<file path="config.mk">
export PLATFORM = sky130hd
export DESIGN_NAME = pmcd_core
export DESIGN_NICKNAME = d
export VERILOG_FILES = /design/src/pmcd_pkg.sv /design/src/pmcd_core.sv
export VERILOG_INCLUDE_DIRS = /design/src
export SDC_FILE = /design/constraint.sdc
export NUM_CORES = 1
export LEC_CHECK = 0
export BUFFER_PORTS_ARGS = -buffer_cell sky130_fd_sc_hd__buf_2
export CAP_MARGIN = 10
export CORE_MARGIN = 3
export CORE_UTILIZATION = 51
export CTS_CLUSTER_DIAMETER = 50
export DETAILED_ROUTE_END_ITERATION = 10
export PLACE_DENSITY = 0.8
export SLEW_MARGIN = 25
export SYNTH_ARGS = -nofsm -noshare
export SYNTH_HDL_FRONTEND = slang
export SYNTH_SLANG_ARGS = --single-unit
</file>
<file path="constraint.sdc">
create_clock -name core_clk -period 2.3 [get_ports core_clk]
set_clock_uncertainty 0.05 [all_clocks]
set_input_delay 0.46 -clock core_clk [delete_from_list [all_inputs] [get_ports core_clk]]
set_output_delay 0.46 -clock core_clk [all_outputs]
set_load 0.01 [all_outputs]
</file>
<file path="src/pmcd_defines.svh">
// bit positions, instruction function codes and reset values for the map unit
`ifndef PMCD_DEFINES_SVH
`define PMCD_DEFINES_SVH
// io bus field positions
`define PMCD_PTR_MSB 9
`define PMCD_SEL_MSB 11
`define PMCD_SEL_LSB 10
`define PMCD_DIR_BIT 12
`define PMCD_DIRTY_BIT 11
`define PMCD_USED_BIT 12
// read source select encodings
`define PMCD_SRC_STATUS 2'h0
`define PMCD_SRC_INSTR 2'h1
`define PMCD_SRC_UNMAP 2'h2
// access field encodings, bit 10 written before bit 9
`define PMCD_ACC_UNASSIGNED 2'h0
`define PMCD_ACC_FULL 2'h1
`define PMCD_ACC_OPERAND 2'h2
`define PMCD_ACC_READ_ONLY 2'h3
// external control function codes (046, 0146 ... 0746 octal)
`define PMCD_FN_INACTIVE 3'h0
`define PMCD_FN_ACTIVATE 3'h1
`define PMCD_FN_USER 3'h2
`define PMCD_FN_DMA_START 3'h3
`define PMCD_FN_DMA_RESET 3'h4
`define PMCD_FN_PROT_ON 3'h6
`define PMCD_FN_PROT_OFF 3'h7
// memory select value meaning mainframe memory
`define PMCD_SEL_MAINFRAME 2'h0
// pin synchroniser and data driver idle levels, active-low pins idle high
`define PMCD_PIN_IDLE 7'h47
`define PMCD_DATA_IDLE 18'h3ffff
`endif

</file>
<file path="src/pmcd_pkg.sv">
// types shared by the page map control datapath
package pmcd_pkg;
  typedef struct packed {
    logic used;
    logic dirty;
    logic [1:0] access;
    logic [1:0] mem_sel;
    logic [6:0] page;
  } pmcd_entry_t;

  typedef struct packed {
    logic unassigned;
    logic full_access;
    logic operand_only;
    logic read_only;
  } pmcd_access_t;
endpackage

</file>
<file path="src/pmcd_core.sv">
// page map control datapath: counters, error capture, modes, address paths
`timescale 1ns/1ps
`include "pmcd_defines.svh"
module pmcd_core (
  input wire logic core_clk,
  input wire logic rst,
  input wire logic ce,
  input wire logic [15:0] io_bus,
  input wire logic io_write_strobe_n,
  input wire logic translation_inhibit_n,
  input wire logic memory_pointer_load_n,
  input wire logic memory_pointer_step,
  input wire logic transfer_fault_strobe,
  input wire logic cpu_full_clock,
  input wire logic system_reset_line_n,
  input wire logic [3:0] selected_key,
  input wire logic predecode_phase,
  input wire logic error_detected,
  input wire logic external_control_instruction,
  input wire logic [2:0] control_function,
  input wire logic jump_decoded,
  input wire pmcd_pkg::pmcd_entry_t map_entry,
  input wire logic [15:0] logical_address,
  input wire logic memory_request,
  input wire logic instruction_fetch,
  input wire logic write_access,
  input wire logic [17:0] expansion_data_1,
  input wire logic [17:0] expansion_data_2,
  input wire logic [17:0] expansion_data_3,
  input wire logic data_driver_enable,
  output logic [9:0] map_entry_pointer,
  output logic [1:0] read_source_select,
  output logic transfer_outbound,
  output logic transfer_inbound,
  output logic [15:0] transfer_memory_pointer,
  output logic [15:0] io_read_data,
  output logic translation_active,
  output logic user_control,
  output logic executive_control,
  output logic protection_on,
  output pmcd_pkg::pmcd_access_t page_access,
  output logic access_refused,
  output logic unmapped_strobe,
  output logic page_dirty_bit,
  output logic page_used_bit,
  output logic [15:0] expansion_address_1,
  output logic [15:0] expansion_address_2,
  output logic [15:0] expansion_address_3,
  output logic [6:0] port_page,
  output logic mainframe_request,
  output logic [17:0] memory_data
);
  function automatic pmcd_pkg::pmcd_access_t decode_access(
    input logic [1:0] acc
  );
    pmcd_pkg::pmcd_access_t d;
    d.unassigned = (acc == `PMCD_ACC_UNASSIGNED);
    d.full_access = (acc == `PMCD_ACC_FULL);
    d.operand_only = (acc == `PMCD_ACC_OPERAND);
    d.read_only = (acc == `PMCD_ACC_READ_ONLY);
    return d;
  endfunction

  // pin synchronisers: bit 0 write strobe_n, 1 inhibit_n, 2 pointer load_n,
  // 3 pointer step, 4 fault strobe, 5 full clock, 6 system reset_n
  logic [6:0] pins;
  logic [6:0] s1_ff;
  logic [6:0] s2_ff;
  logic [6:0] s3_ff;
  logic [6:0] lvl_ff;
  logic [6:0] rise;
  logic [6:0] fall;

  assign pins = {system_reset_line_n, cpu_full_clock, transfer_fault_strobe,
                 memory_pointer_step, memory_pointer_load_n,
                 translation_inhibit_n, io_write_strobe_n};

  always_ff @(posedge core_clk) begin
    if (rst) begin
      s1_ff <= `PMCD_PIN_IDLE;
      s2_ff <= `PMCD_PIN_IDLE;
      s3_ff <= `PMCD_PIN_IDLE;
    end else if (ce) begin
      s1_ff <= pins;
      s2_ff <= s1_ff;
      s3_ff <= s2_ff;
    end
  end

  // filtered level only moves once stages two and three agree
  always_ff @(posedge core_clk) begin
    if (rst) begin
      lvl_ff <= `PMCD_PIN_IDLE;
    end else if (ce) begin
      lvl_ff <= (s2_ff & s3_ff) | (lvl_ff & (s2_ff | s3_ff));
    end
  end

  assign rise = s2_ff & s3_ff & ~lvl_ff;
  assign fall = ~s2_ff & ~s3_ff & lvl_ff;

  // the bus is sampled only under a strobe, so it is taken to be settled
  // by the time the filtered strobe edge is seen
  logic [9:0] ptr_ff;
  logic [1:0] sel_ff;
  logic dir_ff;
  logic [15:0] mptr_ff;

  always_ff @(posedge core_clk) begin
    if (rst) begin
      ptr_ff <= 10'h000;
    end else if (ce) begin
      if (!lvl_ff[0]) begin
        ptr_ff <= io_bus[`PMCD_PTR_MSB:0];
      end else if (rise[1]) begin
        ptr_ff <= ptr_ff + 10'h001;
      end
    end
  end

  always_ff @(posedge core_clk) begin
    if (rst) begin
      sel_ff <= `PMCD_SRC_STATUS;
      dir_ff <= 1'b0;
    end else if (ce && fall[0]) begin
      sel_ff <= io_bus[`PMCD_SEL_MSB:`PMCD_SEL_LSB];
      dir_ff <= io_bus[`PMCD_DIR_BIT];
    end
  end

  always_ff @(posedge core_clk) begin
    if (rst) begin
      mptr_ff <= 16'h0000;
    end else if (ce) begin
      if (!lvl_ff[2]) begin
        mptr_ff <= io_bus;
      end else if (rise[3]) begin
        mptr_ff <= mptr_ff + 16'h0001;
      end
    end
  end

  // instruction decode: sequencer and protection codes act at once,
  // mode codes wait for the following jump
  logic code_go;
  logic go_ff;
  logic prot_ff;
  logic frozen_ff;
  logic pend_ff;
  logic [2:0] pend_fn_ff;
  logic active_ff;
  logic user_ff;

  assign code_go = ce && external_control_instruction;

  always_ff @(posedge core_clk) begin
    if (rst) begin
      go_ff <= 1'b0;
    end else if (code_go) begin
      if (control_function == `PMCD_FN_DMA_START) begin
        go_ff <= 1'b1;
      end else if (control_function == `PMCD_FN_DMA_RESET) begin
        go_ff <= 1'b0;
      end
    end
  end

  always_ff @(posedge core_clk) begin
    if (rst) begin
      prot_ff <= 1'b0;
    end else if (code_go) begin
      if (control_function == `PMCD_FN_PROT_ON) begin
        prot_ff <= 1'b1;
      end else if (control_function == `PMCD_FN_PROT_OFF) begin
        prot_ff <= 1'b0;
      end
    end
  end

  // a new error wins over a protection re-enable in the same cycle
  always_ff @(posedge core_clk) begin
    if (rst) begin
      frozen_ff <= 1'b0;
    end else if (ce) begin
      if (error_detected) begin
        frozen_ff <= 1'b1;
      end else if (code_go && control_function == `PMCD_FN_PROT_ON) begin
        frozen_ff <= 1'b0;
      end
    end
  end

  always_ff @(posedge core_clk) begin
    if (rst) begin
      pend_ff <= 1'b0;
      pend_fn_ff <= `PMCD_FN_INACTIVE;
    end else if (ce) begin
      if (code_go && control_function <= `PMCD_FN_USER) begin
        pend_ff <= 1'b1;
        pend_fn_ff <= control_function;
      end else if (jump_decoded) begin
        pend_ff <= 1'b0;
      end
    end
  end

  always_ff @(posedge core_clk) begin
    if (rst) begin
      active_ff <= 1'b0;
    end else if (ce) begin
      if (!lvl_ff[6]) begin
        active_ff <= 1'b0;
      end else if (pend_ff && jump_decoded) begin
        if (pend_fn_ff == `PMCD_FN_ACTIVATE) begin
          active_ff <= 1'b1;
        end else if (pend_fn_ff == `PMCD_FN_INACTIVE) begin
          active_ff <= 1'b0;
        end
      end
    end
  end

  always_ff @(posedge core_clk) begin
    if (rst) begin
      user_ff <= 1'b0;
    end else if (ce && pend_ff && jump_decoded) begin
      if (pend_fn_ff == `PMCD_FN_USER) begin
        user_ff <= 1'b1;
      end else if (pend_fn_ff == `PMCD_FN_ACTIVATE) begin
        user_ff <= 1'b0;
      end
    end
  end

  // error capture
  logic [3:0] fkey_ff;
  logic [15:0] iaddr_ff;
  logic [15:0] uaddr_ff;
  logic ia_load;
  logic ua_load;
  pmcd_pkg::pmcd_access_t acc_now;

  assign acc_now = decode_access(map_entry.access);
  assign ia_load = ce && rise[5] && predecode_phase && prot_ff && !frozen_ff;
  assign ua_load = ce && memory_request && prot_ff && acc_now.unassigned;

  always_ff @(posedge core_clk) begin
    if (rst) begin
      fkey_ff <= 4'h0;
    end else if (ce && rise[4]) begin
      fkey_ff <= selected_key;
    end
  end

  // during predecode the address lines carry the program counter, which
  // already points past the instruction being decoded
  always_ff @(posedge core_clk) begin
    if (rst) begin
      iaddr_ff <= 16'h0000;
    end else if (ia_load) begin
      iaddr_ff <= logical_address;
    end
  end

  always_ff @(posedge core_clk) begin
    if (rst) begin
      uaddr_ff <= 16'h0000;
    end else if (ua_load) begin
      uaddr_ff <= logical_address;
    end
  end

  // registered outputs
  logic out_ff;
  logic in_ff;
  logic [15:0] rdata_ff;
  logic uctl_ff;
  logic ectl_ff;
  pmcd_pkg::pmcd_access_t acc_ff;
  logic refused_ff;
  logic ustb_ff;
  logic dirty_ff;
  logic used_ff;
  logic [15:0] xaddr_ff;
  logic [6:0] ppage_ff;
  logic mreq_ff;
  logic [17:0] mdata_ff;
  logic inhibit;
  logic [17:0] nxt_mdata;

  assign inhibit = !lvl_ff[1];

  always_ff @(posedge core_clk) begin
    if (rst) begin
      out_ff <= 1'b0;
      in_ff <= 1'b0;
    end else if (ce) begin
      out_ff <= go_ff && dir_ff;
      in_ff <= go_ff && !dir_ff;
    end
  end

  always_ff @(posedge core_clk) begin
    if (rst) begin
      rdata_ff <= 16'h0000;
    end else if (ce) begin
      unique case (sel_ff)
        `PMCD_SRC_INSTR: rdata_ff <= iaddr_ff;
        `PMCD_SRC_UNMAP: rdata_ff <= uaddr_ff;
        `PMCD_SRC_STATUS: rdata_ff <= {8'h00, prot_ff, active_ff, user_ff,
                                       dir_ff, fkey_ff};
        default: rdata_ff <= 16'h0000;
      endcase
    end
  end

  always_ff @(posedge core_clk) begin
    if (rst) begin
      uctl_ff <= 1'b0;
      ectl_ff <= 1'b0;
    end else if (ce) begin
      uctl_ff <= user_ff && active_ff;
      ectl_ff <= !user_ff && active_ff;
    end
  end

  always_ff @(posedge core_clk) begin
    if (rst) begin
      acc_ff <= '0;
      refused_ff <= 1'b0;
      ustb_ff <= 1'b0;
    end else if (ce) begin
      acc_ff <= acc_now;
      refused_ff <= memory_request && prot_ff &&
                    ((acc_now.operand_only && instruction_fetch) ||
                     (acc_now.read_only && write_access) ||
                     acc_now.unassigned);
      ustb_ff <= ua_load;
    end
  end

  // swapping bits written back into the entry
  always_ff @(posedge core_clk) begin
    if (rst) begin
      dirty_ff <= 1'b0;
      used_ff <= 1'b0;
    end else if (ce) begin
      dirty_ff <= inhibit && io_bus[`PMCD_DIRTY_BIT];
      if (inhibit && out_ff) begin
        used_ff <= !io_bus[`PMCD_USED_BIT];
      end else if (inhibit) begin
        used_ff <= 1'b0;
      end else begin
        used_ff <= memory_request;
      end
    end
  end

  always_ff @(posedge core_clk) begin
    if (rst) begin
      xaddr_ff <= 16'h0000;
      ppage_ff <= 7'h00;
      mreq_ff <= 1'b0;
    end else if (ce) begin
      xaddr_ff <= {map_entry.page, logical_address[8:0]};
      if (active_ff) begin
        ppage_ff <= map_entry.page;
        mreq_ff <= memory_request &&
                   map_entry.mem_sel == `PMCD_SEL_MAINFRAME;
      end else begin
        ppage_ff <= logical_address[15:9];
        mreq_ff <= memory_request;
      end
    end
  end

  // mainframe data never passes through here, so the drivers idle high
  always_comb begin
    nxt_mdata = `PMCD_DATA_IDLE;
    if (data_driver_enable) begin
      unique case (map_entry.mem_sel)
        2'h1: nxt_mdata = expansion_data_1;
        2'h2: nxt_mdata = expansion_data_2;
        2'h3: nxt_mdata = expansion_data_3;
        default: nxt_mdata = `PMCD_DATA_IDLE;
      endcase
    end
  end

  always_ff @(posedge core_clk) begin
    if (rst) begin
      mdata_ff <= `PMCD_DATA_IDLE;
    end else if (ce) begin
      mdata_ff <= nxt_mdata;
    end
  end

  assign map_entry_pointer = ptr_ff;
  assign read_source_select = sel_ff;
  assign transfer_outbound = out_ff;
  assign transfer_inbound = in_ff;
  assign transfer_memory_pointer = mptr_ff;
  assign io_read_data = rdata_ff;
  assign translation_active = active_ff;
  assign user_control = uctl_ff;
  assign executive_control = ectl_ff;
  assign protection_on = prot_ff;
  assign page_access = acc_ff;
  assign access_refused = refused_ff;
  assign unmapped_strobe = ustb_ff;
  assign page_dirty_bit = dirty_ff;
  assign page_used_bit = used_ff;
  assign expansion_address_1 = xaddr_ff;
  assign expansion_address_2 = xaddr_ff;
  assign expansion_address_3 = xaddr_ff;
  assign port_page = ppage_ff;
  assign mainframe_request = mreq_ff;
  assign memory_data = mdata_ff;
endmodule

</file>
==> out/qor.yml <==
cts:
  htreeDepth: 4
  numCtsBuffers: 17
  clock_sinks: 172
  clk-insertion-delay-late_ns: 0.41
  post_cts_resized: 0
  hold_buffers: 0
  post_cts_buffers: 0
  cts_tree: "yes"
  cts_buffer_depth: 2
  clkTransAtPathRegs_ns: 0.07
  clock-root-buffer: "clkbuf_16"
synth:
  syn_area_sq_mm: 0.00780
  synth_cell_types: 52
  ys_warn_count: 0
  yosysTopAreaCell: "dfxtp_1"
  synth_top_area_frac: 0.442
  ys_top_cells_by_area: "dfxtp_1, mux2i_1, nor2_1"
  avgSynthCellArea_sq_um: 8.67
  seq_area_frac_synth: 0.442
  syn_nets: 1026
  synth_enable_flop_cells: 0
  async_reset_ff_frac: 0
  ys.flop_type: "dfxtp_1"
  synth.most_common_cell: "dfxtp_1"
  ys_ff_latch: 172
  syn_inst: 900
  synthTopCellsByCount: "dfxtp_1, nor2_1, mux2i_1"
die:
  die_y_um: 130
  die_area_sq_mm: 0.0168
  num_rows: 44
  ios: 256
  core_sq_mm: 0.0148
  die_x_um: 130
  start_util: 0.529
route:
  vias_per_cell: 5.55
  drt-total-wl_mm: 20.5
  first_iter_violations: 495
  drc: 0
  drt-pass1-iter-count: 5
  avgRoutedWirePerCell_um: 15.8
  vias: 7215
  ant_nets: 0
run:
  max_cap_violations: 0
critical_path:
  startpoint: "transfer_memory_pointer[1]"
  cp_data_required_time_ns: 2.60
  end_kind: "flip-flop"
  regToRegStartpoint: "transfer_memory_pointer[1]"
  crit_path_start_kind: "flip-flop"
  r2r-end: "transfer_memory_pointer[14]"
  r2r_setup_slack_ns: 0.43
  arrival_ns: 2.17
  reg2regPathDepth: 5
  endpoint: "transfer_memory_pointer[14]"
  crit_type: "flip-flop to flip-flop"
  cp_max_fo: 6
placed_design:
  gp_congestion: 0.886
  pre_cts_ws_ns: 0.438
  io_buffer_count: 253
  dp_hpwl_mm: 14.6
pwr:
  pwr-share-comb: 0.104
  leakagePower_nw: 4.29
  powerDensity_mw_per_mm2: 681
  p_total_mw: 6.53
  p_sw_frac: 0.256
  power_switching_mw: 1.67
  seqPwrFrac: 0.482
  clock_power_share: 0.414
  ir_drop_mv: 0.482
  internal-power_mw: 4.85
timing:
  rsz0062_at_grt: "false"
  drv_slew: 0
  finalSetupTns_ns: 0
  worst_slew_pin_slew_ns: 0.653
  setup-violations-final: 0
  hold_ws_ns: 0.203
  timing.final.crit_share: 0.814
  timing.fmax_mhz: 534
  final-hold-violation-count: 0
  max_slew_margin: 0.560
  final.min_clock_period_ns: 1.87
  fin_ws_ns: 0.427
finish:
  antennaDiodeCount: 0
  syn2layout_area_growth_pct: 23.0
  drive_above_1_share: 0.283
  fin_nets: 1228
  fin_util: 0.650
  fillers: 1352
grt:
  grt_busiest_layer: "met2"
  overflow: 0
  use_met1: 0.308
  use_met2: 0.402
  grt_first_pass_wirelength_mm: 32.2
  antenna_found_initial: 0
  use_met3: 0.0561
  first_global_vias: 6454
  track_usage: 0.237
  grt_max_degree: 66
min_path:
  holdCritPathClass: "input pin to flip-flop"
status:
  status: "completed"
==> routing by layer <==
layer | wire [um] | vias to the layer above | share of wire
met1 | 8960 | 3351 | 0.44
met2 | 9960 | 257 | 0.48
li1 | - | 3595 | -
met4 | 139 | 0 | 0.0068
met5 | 0 | - | 0
met3 | 1490 | 12 | 0.072
==> worst min path at each step <==
stage | from | to | cells after the start
4_1_cts | io_write_strobe_n | s1_ff[0] | 2
5_1_grt | io_write_strobe_n | s1_ff[0] | 2
3_3_place_gp | s1_ff[2] | s2_ff[2] | 1
3_5_place_dp | s1_ff[2] | s2_ff[2] | 1
2_1_floorplan | s3_ff[6] | s3_ff[6] | 2
6_report | io_write_strobe_n | s1_ff[0] | 2
==> registers in the layout (all words and copies together) (netlist names), 3 cells and up <==
register,count
memory_data,18
expansion_address_1,16
iaddr_ff,16
io_read_data,16
transfer_memory_pointer,16
uaddr_ff,16
map_entry_pointer,10
lvl_ff,7
port_page,7
s1_ff,7
s2_ff,7
s3_ff,7
fkey_ff,4
page_access,4
pend_fn_ff,3
==> cells in the final DEF (no fill, tap or decap), drive strengths merged, types with 4 or more instances in the layout <==
master,instances
nand2b,28
buf,281
nor3,21
nand3,17
a2bb2oi,18
nand2,72
a211oi,21
o21a,5
o21bai,5
nor4,8
a21o,4
o22ai,20
dfxtp,172
a211o,11
inv,16
nor2b,17
and2,10
o21ai,32
a21oi,77
a221oi,9
nand4,8
a31oi,7
mux2i,83
nor2,104
clkbuf,19
clkinv,6
==> cells by family after synthesis <==
| logic type | share of synthesized area |
|---|---|
| AND/OR/NAND/NOR | 0.188 |
| AO/OA/AOI/OAI | 0.189 |
| flip-flops | 0.442 |
| buffers and inverters | 0.0719 |
| multiplexers | 0.107 |
| adder cells (fa/ha/maj) | 0.00321 |
==> worst max-delay path, stage by stage (launching register included) <==
cell and delay, ns:
dfxtp_1 0.42, ha_1 0.30, and4_1 0.29, nand4_1 0.14, or4_1 0.49, a31oi_1 0.13
==> final cells by class <==
class                      count  area (sq um)  area share
multi-input combinational    620          3800       0.396
clock buffer                  19           453      0.0472
inverter                      10          37.5     0.00391
timing repair buffer         281          1520       0.158
sequential                   172          3440       0.359
tap                          184           230      0.0240
clock inverter                13           106      0.0111
==> stage by stage <==
stage,area (sq um),std cells
finish,9590,1299
global route,9590,1299
CTS,9590,1299
detailed placement,9030,1267
global placement,9030,1267
floorplan,7800,900
==> power by group through the flow <==
stage	Clock, mW	Combinational, mW	Sequential, mW
2_1_floorplan	0	0.390	3.23
3_3_place_gp	0	0.674	3.21
3_5_place_dp	0	0.684	3.21
4_1_cts	2.76	0.685	3.14
5_1_grt	2.90	0.753	3.16
6_report	2.70	0.681	3.14
Note: power is estimated with default switching activity, not from simulation.
